File: src/shared/mcs_params.svh
// offsets, field positions, reset values of the mac slice
// assumes a 32-bit apb master and a single 125 MHz clock
`ifndef MCS_PARAMS_SVH
`define MCS_PARAMS_SVH

`define MCS_CFG_OFS      8'h00
`define MCS_ACC_OFS      8'h04
`define MCS_FLAG_OFS     8'h08

`define MCS_CFG_SPLIT    0
`define MCS_CFG_INREG    1
`define MCS_CFG_MIDREG   2
`define MCS_CFG_FUNC_LO  3
`define MCS_CFG_FUNC_HI  4
`define MCS_CFG_CASSEL   5
`define MCS_CFG_SIGNED   6
`define MCS_CFG_W        7

`define MCS_CFG_RST      7'h06

`endif

File: src/shared/mcs_pkg.sv
// types of the mac slice
// assumes nothing beyond the params header
package mcs_pkg;
    // adder source selection
    typedef enum logic [1:0] {
        MCS_MUL,
        MCS_MAC,
        MCS_ADD,
        MCS_ACC
    } mcs_func_e;
endpackage

File: src/design/mcs_slice.sv
// multiply-accumulate slice with apb configuration and status
// assumes fabric drives all pin inputs synchronous to clk
//
// The placing of the registers and the APB register port are this design's own decisions.
`include "mcs_params.svh"

module mcs_slice #(
    parameter int AW = 8
) (
    // clock and reset
    input  wire logic          clk,
    input  wire logic          rst_n,
    // apb slave
    input  wire logic          psel,
    input  wire logic          penable,
    input  wire logic          pwrite,
    input  wire logic [AW-1:0] paddr,
    input  wire logic [31:0]   pwdata,
    output logic      [31:0]   prdata,
    output logic               pready,
    output logic               pslverr,
    // operands
    input  wire logic          ce,
    input  wire logic [15:0]   op1,
    input  wire logic [15:0]   op2,
    input  wire logic [15:0]   op3,
    input  wire logic [15:0]   op4,
    input  wire logic          op1_hold,
    input  wire logic          op2_hold,
    input  wire logic          op3_hold,
    input  wire logic          op4_hold,
    input  wire logic          upper_input_reset,
    input  wire logic          lower_input_reset,
    // accumulator controls
    input  wire logic          upper_acc_hold,
    input  wire logic          upper_acc_reset,
    input  wire logic          upper_acc_load,
    input  wire logic          upper_add_sub_sel,
    input  wire logic          lower_acc_hold,
    input  wire logic          lower_acc_reset,
    input  wire logic          lower_acc_load,
    input  wire logic          lower_add_sub_sel,
    // cascade
    input  wire logic          cascade_carry_in,
    input  wire logic          tile_carry_in,
    input  wire logic          sign_ext_in_a,
    output logic               cascade_carry_out,
    output logic               tile_carry_out,
    output logic               sign_ext_out_b,
    // result
    output logic      [31:0]   result
);

    function automatic logic [15:0] mul8(input logic [7:0] x,
                                         input logic [7:0] y,
                                         input logic       sgn);
        logic [15:0] xe;
        logic [15:0] ye;
        xe = {{8{sgn & x[7]}}, x};
        ye = {{8{sgn & y[7]}}, y};
        mul8 = 16'(xe * ye);
    endfunction

    function automatic logic [31:0] mul16(input logic [15:0] x,
                                          input logic [15:0] y,
                                          input logic        sgn);
        logic [31:0] xe;
        logic [31:0] ye;
        xe = {{16{sgn & x[15]}}, x};
        ye = {{16{sgn & y[15]}}, y};
        mul16 = 32'(xe * ye);
    endfunction

    logic [`MCS_CFG_W-1:0] cfg_r;
    logic [15:0]           op1_r;
    logic [15:0]           op2_r;
    logic [15:0]           op3_r;
    logic [15:0]           op4_r;
    logic [15:0]           hh_r;
    logic [15:0]           ll_r;
    logic [31:0]           full_r;
    logic [15:0]           acc_hi_r;
    logic [15:0]           acc_lo_r;
    logic [15:0]           a_s;
    logic [15:0]           b_s;
    logic [15:0]           c_s;
    logic [15:0]           d_s;
    logic [31:0]           prod;
    logic [31:0]           x_full;
    logic [31:0]           y_full;
    logic [15:0]           x_lo;
    logic [15:0]           x_hi;
    logic [16:0]           sum_lo;
    logic [16:0]           sum_hi;
    logic                  cin_raw;
    logic                  cin_hi_raw;
    logic                  cout_lo;
    logic                  cout_hi;
    logic                  split;
    logic                  sgn;
    logic                  wr_en;
    mcs_pkg::mcs_func_e    func;

    assign split = cfg_r[`MCS_CFG_SPLIT];
    assign sgn   = cfg_r[`MCS_CFG_SIGNED];
    assign func  = mcs_pkg::mcs_func_e'(
                       cfg_r[`MCS_CFG_FUNC_HI:`MCS_CFG_FUNC_LO]);
    assign wr_en = psel && penable && pready && pwrite;

    // apb answer one cycle after setup
    always_ff @(posedge clk or negedge rst_n) begin
        if (!rst_n) begin
            pready  <= 1'b0;
            pslverr <= 1'b0;
            prdata  <= 32'h0000_0000;
        end else begin
            pready  <= psel && !penable;
            pslverr <= 1'b0;
            prdata  <= 32'h0000_0000;
            if (psel && !penable) begin
                unique case (paddr)
                    `MCS_CFG_OFS:  prdata <= 32'(cfg_r);
                    `MCS_ACC_OFS:  prdata <= result;
                    `MCS_FLAG_OFS: prdata <= {28'h000_0000, sign_ext_in_a,
                                              sign_ext_out_b,
                                              tile_carry_out,
                                              cascade_carry_out};
                    default:       pslverr <= 1'b1;
                endcase
            end
        end
    end

    always_ff @(posedge clk or negedge rst_n) begin
        if (!rst_n) begin
            cfg_r <= `MCS_CFG_RST;
        end else if (wr_en && paddr == `MCS_CFG_OFS) begin
            cfg_r <= pwdata[`MCS_CFG_W-1:0];
        end
    end

    always_ff @(posedge clk or negedge rst_n) begin
        if (!rst_n) begin
            op1_r <= 16'h0000;
            op3_r <= 16'h0000;
        end else if (upper_input_reset) begin
            op1_r <= 16'h0000;
            op3_r <= 16'h0000;
        end else if (ce) begin
            if (!op1_hold) begin
                op1_r <= op1;
            end
            if (!op3_hold) begin
                op3_r <= op3;
            end
        end
    end

    always_ff @(posedge clk or negedge rst_n) begin
        if (!rst_n) begin
            op2_r <= 16'h0000;
            op4_r <= 16'h0000;
        end else if (lower_input_reset) begin
            op2_r <= 16'h0000;
            op4_r <= 16'h0000;
        end else if (ce) begin
            if (!op2_hold) begin
                op2_r <= op2;
            end
            if (!op4_hold) begin
                op4_r <= op4;
            end
        end
    end

    assign a_s = cfg_r[`MCS_CFG_INREG] ? op1_r : op1;
    assign b_s = cfg_r[`MCS_CFG_INREG] ? op2_r : op2;
    assign c_s = cfg_r[`MCS_CFG_INREG] ? op3_r : op3;
    assign d_s = cfg_r[`MCS_CFG_INREG] ? op4_r : op4;

    always_ff @(posedge clk or negedge rst_n) begin
        if (!rst_n) begin
            hh_r <= 16'h0000;
        end else if (upper_input_reset) begin
            hh_r <= 16'h0000;
        end else if (ce) begin
            hh_r <= mul8(a_s[15:8], b_s[15:8], sgn);
        end
    end

    always_ff @(posedge clk or negedge rst_n) begin
        if (!rst_n) begin
            ll_r   <= 16'h0000;
            full_r <= 32'h0000_0000;
        end else if (lower_input_reset) begin
            ll_r   <= 16'h0000;
            full_r <= 32'h0000_0000;
        end else if (ce) begin
            ll_r   <= mul8(a_s[7:0], b_s[7:0], sgn);
            full_r <= mul16(a_s, b_s, sgn);
        end
    end

    always_comb begin
        if (cfg_r[`MCS_CFG_MIDREG]) begin
            prod = split ? {hh_r, ll_r} : full_r;
        end else begin
            prod = split ? {mul8(a_s[15:8], b_s[15:8], sgn),
                            mul8(a_s[7:0], b_s[7:0], sgn)}
                         : mul16(a_s, b_s, sgn);
        end
        unique case (func)
            mcs_pkg::MCS_MUL: begin
                x_full = prod;
                y_full = 32'h0000_0000;
            end
            mcs_pkg::MCS_MAC: begin
                x_full = prod;
                y_full = result;
            end
            mcs_pkg::MCS_ADD: begin
                x_full = {a_s, b_s};
                y_full = {c_s, d_s};
            end
            mcs_pkg::MCS_ACC: begin
                x_full = {a_s, b_s};
                y_full = result;
            end
        endcase
    end

    assign cin_raw = cfg_r[`MCS_CFG_CASSEL] ? cascade_carry_in
                                            : tile_carry_in;
    assign x_lo   = lower_add_sub_sel ? ~x_full[15:0] : x_full[15:0];
    assign sum_lo = {1'b0, y_full[15:0]} + {1'b0, x_lo}
                  + {16'h0000, cin_raw ^ lower_add_sub_sel};
    assign cout_lo = sum_lo[16] ^ lower_add_sub_sel;
    assign cin_hi_raw = split ? 1'b0 : cout_lo;
    assign x_hi   = upper_add_sub_sel ? ~x_full[31:16] : x_full[31:16];
    assign sum_hi = {1'b0, y_full[31:16]} + {1'b0, x_hi}
                  + {16'h0000, cin_hi_raw ^ upper_add_sub_sel};
    assign cout_hi = sum_hi[16] ^ upper_add_sub_sel;

    always_ff @(posedge clk or negedge rst_n) begin
        if (!rst_n) begin
            acc_hi_r          <= 16'h0000;
            cascade_carry_out <= 1'b0;
            sign_ext_out_b    <= 1'b0;
        end else if (upper_acc_reset) begin
            acc_hi_r          <= 16'h0000;
            cascade_carry_out <= 1'b0;
            sign_ext_out_b    <= 1'b0;
        end else if (ce && !upper_acc_hold) begin
            acc_hi_r          <= upper_acc_load ? c_s : sum_hi[15:0];
            cascade_carry_out <= cout_hi;
            sign_ext_out_b    <= sgn ? sum_hi[15] : sign_ext_in_a;
        end
    end

    assign result = {acc_hi_r, acc_lo_r};

    always_ff @(posedge clk or negedge rst_n) begin
        if (!rst_n) begin
            acc_lo_r       <= 16'h0000;
            tile_carry_out <= 1'b0;
        end else if (lower_acc_reset) begin
            acc_lo_r       <= 16'h0000;
            tile_carry_out <= 1'b0;
        end else if (ce && !lower_acc_hold) begin
            acc_lo_r       <= lower_acc_load ? c_s : sum_lo[15:0];
            tile_carry_out <= split ? cout_lo : cout_hi;
        end
    end
endmodule // mcs_slice

File: config.mk
export PLATFORM = sky130hd
export DESIGN_NAME = mcs_slice
export DESIGN_NICKNAME = d
export VERILOG_FILES = /design/src/shared/mcs_pkg.sv /design/src/design/mcs_slice.sv
export VERILOG_INCLUDE_DIRS = /design/src /design/src/shared
export SDC_FILE = /design/constraint.sdc
export NUM_CORES = 2
export LEC_CHECK = 0
export BUFFER_PORTS_ARGS = -buffer_cell sky130_fd_sc_hd__buf_2
export CORE_MARGIN = 2
export CORE_UTILIZATION = 40
export DETAILED_ROUTE_END_ITERATION = 10
export PLACE_DENSITY = 0.68
export SYNTH_ARGS = -nofsm -noshare
export SYNTH_HDL_FRONTEND = slang
export SYNTH_SLANG_ARGS = --single-unit
File: constraint.sdc
create_clock -name clk -period 17.3 [get_ports clk]
set_input_delay 1.73 -clock clk [delete_from_list [all_inputs] [get_ports clk]]
set_output_delay 1.73 -clock clk [all_outputs]
set_load 0.01 [all_outputs]
# Word-level counts from Yosys, hierarchy flattened
# Index checks and enable logic that the tools add are counted.
word_totals:
  register_bits: 204
  input_bits: 127
  output_inout_bits: 69
  elab_cells: 115
classes:
  add_sub_neg: 4
  mul: 3
  eq_ne: 9
  mux: 49
  bitwise: 10
  n_reduce_logical: 24
op_table:
  columns: ["cell", "n"]
  rows:
  - ["16-bit 2-to-1 mux", 28]
  - ["32-bit 2-to-1 mux", 6]
  - ["32-bit case mux with 3 select lines", 2]
  - ["32-bit case mux with 2 select lines", 1]
  - ["16-bit by 16-bit adder with 17-bit output", 2]
  - ["17-bit by 1-bit adder with 17-bit output", 2]
  - ["17-bit by 17-bit multiplier with 32-bit output", 1]
  - ["9-bit by 9-bit multiplier with 16-bit output", 2]
  - ["16-bit NOT", 2]
  - ["1-bit 2-to-1 mux", 12]
  - ["8-bit by 3-bit == test with 1-bit output (second input constant)", 1]
  - ["8-bit by 4-bit == test with 1-bit output (second input constant)", 1]
  - ["8-bit zero test", 1]
  - ["2-bit by 1-bit inequality test with 1-bit output (second input constant)", 4]
  - ["2-bit AND reduction", 4]
  - ["2-bit nonzero test", 4]
  - ["1-bit logical AND", 7]
  - ["2-bit OR reduction", 3]
  - ["1-bit bitwise AND", 4]
  - ["2-bit == test (second input constant)", 2]
  - ["1-bit XOR", 4]
  - ["1-bit zero test", 3]
  - ["3-bit OR reduction", 1]
  - ["2-bit by 1-bit == test with 1-bit output (second input constant)", 1]
  - ["2-bit zero test", 1]

# Logic depth before layout (Yosys ltp)
depth:
  depth_word: 18
  ltp_mapped: 48
  depth_no_buf: 44

# Worst setup path before layout
# No wires, ideal clock.
synth_path:
  kind: "input -> register"
  startpoint: "input port op1[7]"
  endpoint: "register tile_carry_out"
  arrival_ns: 10.305
  t_required_ns: 17.168
  path_slack_ns: 6.863
  stages: 42
  path_cell_list: "mux2_2 > clkbuf_1 > nand2_1 > inv_1 > fa_1 > inv_1 > fa_1 > fa_1 > fa_1 > inv_1 > fa_1 > inv_1 > fa_1 > inv_1 > ha_1 > a21boi_1 > nor2_1 > xnor2_1 > [6 not listed] > inv_1 > a21oi_1 > o21ai_1 > xnor2_1 > nor2_1 > xnor2_1 > fa_1 > inv_1 > fa_1 > a211oi_1 > o21ai_0 > o2111ai_1 > nand4_1 > nand2_1 > o21ai_0 > a21oi_1 > xor2_1 > o211ai_1"
synth_via:
  elab_chain_len: 18
synth_rtl:
  columns: ["element", "line_no", "text"]
  rows:
  - ["start: declaration", "mcs_slice.sv:24", "input wire logic [15:0] op1,"]
  - ["16-bit 2-to-1 mux (*)", "mcs_slice.sv:176", "assign a_s = cfg_r[`MCS_CFG_INREG] ? op1_r : op1;"]
  - ["branches (longest 4 deep; another with 17-bit by 17-bit multiplier with 32-bit output)", null, null]
  - ["32-bit case mux with 2 select lines (*)", "mcs_slice.sv:212", "unique case (func)"]
  - ["16-bit NOT", "mcs_slice.sv:234", "assign x_lo = lower_add_sub_sel ? ~x_full[15:0] : x_full[15:0];"]
  - ["16-bit 2-to-1 mux", "mcs_slice.sv:234", null]
  - ["16-bit by 16-bit adder with 17-bit output", "mcs_slice.sv:235", "assign sum_lo = {1'b0, y_full[15:0]} + {1'b0, x_lo}"]
  - ["17-bit by 1-bit adder with 17-bit output", "mcs_slice.sv:236", "+ {16'h0000, cin_raw ^ lower_add_sub_sel};"]
  - ["1-bit XOR", "mcs_slice.sv:237", "assign cout_lo = sum_lo[16] ^ lower_add_sub_sel;"]
  - ["1-bit 2-to-1 mux", "mcs_slice.sv:238", "assign cin_hi_raw = split ? 1'b0 : cout_lo;"]
  - ["1-bit XOR", "mcs_slice.sv:241", "+ {16'h0000, cin_hi_raw ^ upper_add_sub_sel};"]
  - ["17-bit by 1-bit adder with 17-bit output", "mcs_slice.sv:241", null]
  - ["1-bit XOR", "mcs_slice.sv:242", "assign cout_hi = sum_hi[16] ^ upper_add_sub_sel;"]
  - ["1-bit 2-to-1 mux (*)", "mcs_slice.sv:271", "tile_carry_out <= split ? cout_lo : cout_hi;"]
  - ["1-bit 2-to-1 mux (*)", "mcs_slice.sv:269", "end else if (ce && !lower_acc_hold) begin"]
  - ["1-bit 2-to-1 mux (*)", "mcs_slice.sv:266", "end else if (lower_acc_reset) begin"]
  - ["end signal: assignment", "mcs_slice.sv:271", null]
  - ["end: declaration", "mcs_slice.sv:48", "output logic tile_carry_out,"]
# Every way passes the cells marked *. The select of a mux whose other input is x is not followed.
# A chain may end at the register's enable or synchronous reset.

# Worst setup path after layout
layout_path:
  startpoint: "register cfg_r[1]"
  endpoint: "register cascade_carry_out"
layout_via:
  elab_chain_len: 17
layout_rtl:
  columns: ["element", "line_no", "text"]
  rows:
  - ["start: declaration", "mcs_slice.sv:74", "logic [`MCS_CFG_W-1:0] cfg_r;"]
  - ["start signal: assignment", "mcs_slice.sv:136", "cfg_r <= `MCS_CFG_RST;"]
  - ["start signal: assignment", "mcs_slice.sv:138", "cfg_r <= pwdata[`MCS_CFG_W-1:0];"]
  - ["branches (longest 13 deep; another with 17-bit by 17-bit multiplier with 32-bit output)", null, null]
  - ["17-bit by 1-bit adder with 17-bit output (*)", "mcs_slice.sv:241", null]
  - ["1-bit XOR (*)", "mcs_slice.sv:242", null]
  - ["1-bit 2-to-1 mux (*)", "mcs_slice.sv:253", "end else if (ce && !upper_acc_hold) begin"]
  - ["1-bit 2-to-1 mux (*)", "mcs_slice.sv:249", "end else if (upper_acc_reset) begin"]
  - ["end signal: assignment", "mcs_slice.sv:255", "cascade_carry_out <= cout_hi;"]
  - ["end: declaration", "mcs_slice.sv:47", "output logic cascade_carry_out,"]
# Marks and branches as above.

==> results.md <==
* Initial Util at roughly 40%
* GR Util All Layers at a little under a quarter
* Post-synth net total at around 3.5k
* Most frequent cell after synthesis: inv_1
* IO Count at around 200
* EDFF count, synth at 0
* Hold Crit Class: flop to flop
* Top cell type's share of synthesized area at roughly 28%
* Slowest CP cell: dfstp_4
* Wire per inst at just under 20 um
* 1st-pass router iterations at 5
* Vias per cell at between 5 and 6
* Final max-slew violation count at 0
* Ratio of cells with drive above 1 in the final layout at 11.8%
* Outcome: completed
* Reg with most FFs: prdata
* Synthesized cell area at ~26,000 um2
* H-tree depth at 1
* Largest family of logic cells by synthesized area: adder cells
* Mapped Cells at around 2.9k
* Net count, final at ~3.6k
* Area contributors post-synth: fa_1 (28%), dfrtp_1 (19%), ha_1 (8.7%), inv_1 (6.8%), nand2_1 (5.6%)
* Worst-Skew Late Latency at roughly 0.57 ns
* Routed via count at approximately 20k
* Relative slew slack at between 10% and 20%
* I/O Buffers at 170
* Global-route wire length before repair at roughly 120,000 um
* Initial antenna violation count at 2
* Simple-gate share of the synthesized area at about an eighth
* Area Overhead vs Synth at 10.1%
* Fmax at 0.0851 GHz
* Xor/xnor share of the synthesized area at roughly 4.3%
* Fin crit period at 11.75 ns
* Startpoint Class: flop
* Cts hold-fix bufs at 0
* ANT nets after route at 0
* Detailed Route WL at 76,100 um
* Skew final at about 0.024 ns
* Iteration-0 DRC Markers at between 1.5k and 2k
* Part of the cycle the worst path needs at between 60% and 70%
* FP Rows at 93
* GR Overflow Total at 0
* Crit Path Category: flop to flop
* RSZ-0062 raised after global routing: no
* CTS sink cnt at around 200
* Largest fanout on the critical path at 36
* Max FFs per register at 32
* HPWL Detailed at around 60,000 um
* CTS Buf Count at 25
* Measured slew at the worst slew-check pin at ~1.2 ns
* Top post-synthesis cells by count: inv_1 (472), nand2_1 (392), fa_1 (363)
* Leading registers by flop count: prdata x32, full_r x30
* YS warnings at 0
* Worst r2r path cells at 41
* CP required at about 18 ns
* CP max stage delay at 0.96 ns
* DR DRC count at 0
* Async S/R FF share, synth at 100%
* Mux contribution to synthesized area at under 10%
* Final setup viols at 0
* FF+latch count, synth at about 200
* Seq/Total Area, Yosys at about 19%
* Hold Violations, Final at 0
* Hold Path Depth at 2
* GP Congestion at roughly 0.9
* Most used cell, CP: fa_1
* CTS tree: yes
* Post-CTS Resized at 0
* Die Area at between 60,000 and 70,000 um2
* Clock transition at path regs at 0.06 ns
* Synth unique cells at 74
* Synth Flop Type: dfrtp_1
* Die Y at roughly 260 um
* Width of the die at 259 um
* Synth area leader: fa_1
* Max clock buf depth at 3
* CP Capture Type: flop
* Avg Inst Size Synth at roughly 9.1 um2
* Worst EP arrival at between 10 and 15 ns
* Core ar. at about 64,000 um2
* Setup Buffers After CTS at 0
* Vias in the first global route at 21.1k
* Root Driver: clkbuf_16
* Largest net degree at the start of global routing at 80
* Max Cap Violations at 0
* Synth Area in Compound Gates at between 9 and 10%
* Post-synthesis adder-cell area fraction at a little over a third
* Setup TNS Final at 0 ns
[per-layer routing]
layer / track usage [%] / part of all wire, % / up-vias / wire, um
met5: 0 / 0 / - / 0
met4: 8.16 / 3.9 / 0 / 2940
met3: 5.24 / 9.0 / 152 / 6880
met2: 36.9 / 46 / 785 / 34900
met1: 31.3 / 41 / 10165 / 31300
li1: - / - / 9341 / -
[critical path, delay by kind of cell (launching register included)]
| family | cells | cell delay, ns |
|---|---|---|
| fa+ha+maj | 10 | 4.60 |
| simple gates | 5 | 0.57 |
| mux | 2 | 1.12 |
| buf+inv | 7 | 0.84 |
| flops | 1 | 0.96 |
| compound gates | 12 | 2.43 |
| xor+xnor | 5 | 1.01 |
[cell type report]
| type | count | area (um2) |
|---|---|---|
| antenna | 2 | 5.00 |
| clock buffer | 34 | 689 |
| clock inverter | 9 | 120 |
| fill | 6243 | 35800 |
| inverter | 472 | 1770 |
| multi-input combinational | 2065 | 18800 |
| sequential | 202 | 5060 |
| tap | 855 | 1070 |
| timing repair buffer | 211 | 1170 |
[metrics by stage]
| stage | utilization, % | setup WS [ns] | hold slack (ns) | std cells | instance area [um2] |
|---|---|---|---|---|---|
| CTS | 44.5 | 5.59 | 0.520 | 3848 | 28700 |
| floorplan | - | 6.86 | 0.480 | 2858 | 26000 |
| detailed placement | 43.2 | 5.16 | 0.505 | 3805 | 27900 |
| global route | 44.5 | 4.72 | 0.535 | 3849 | 28700 |
| finish | 44.5 | 5.55 | 0.518 | 3850 | 28700 |
| global placement | 43.2 | 5.30 | 0.493 | 3805 | 27900 |
[cell families after synthesis]
kind of cell / after synthesis
AO/OA/AOI/OAI: 385
buffers and inverters: 591
AND/OR/NAND/NOR: 801
multiplexers: 207
flip-flops: 202
adder cells (fa/ha/maj): 544
XOR/XNOR: 128
[final timing paths]
kind,slack [ns],end,start
worst max-delay path,5.55,cascade_carry_out,cfg_r[1]
worst min-delay path,0.52,op3_r[5],op3_r[5]
worst max register to register,5.55,cascade_carry_out,cfg_r[1]
worst min register to register,0.52,op3_r[5],op3_r[5]
max in group asynchronous,14.73,op1_r[11],rst_n
min in group asynchronous,1.16,prdata[7],rst_n
[placed cells by master (no fill, tap or decap), drive strengths merged, types with 5 or more instances in the layout]
cell    instances
fa            363
a211oi         13
and2           28
o211ai         12
nor3           11
buf           210
nor2b          14
o31ai           7
a22o           15
nor2          272
mux2           52
nand4           5
ha            181
o21a           11
or3             6
nand2         393
a21oi         148
mux2i         136
xor2           37
or2             7
dfrtp         200
xnor2          91
o21bai          7
and3            5
nand3          16
clkinv          5
o21ai         100
a21o           17
nand3b          6
clkbuf         35
a22oi           6
mux4           19
a31oi           8
inv           473
a32oi           6
nand2b         24
Power is not shown: default switching activity piles up to over one toggle a cycle in this logic, so the estimate is an artifact.
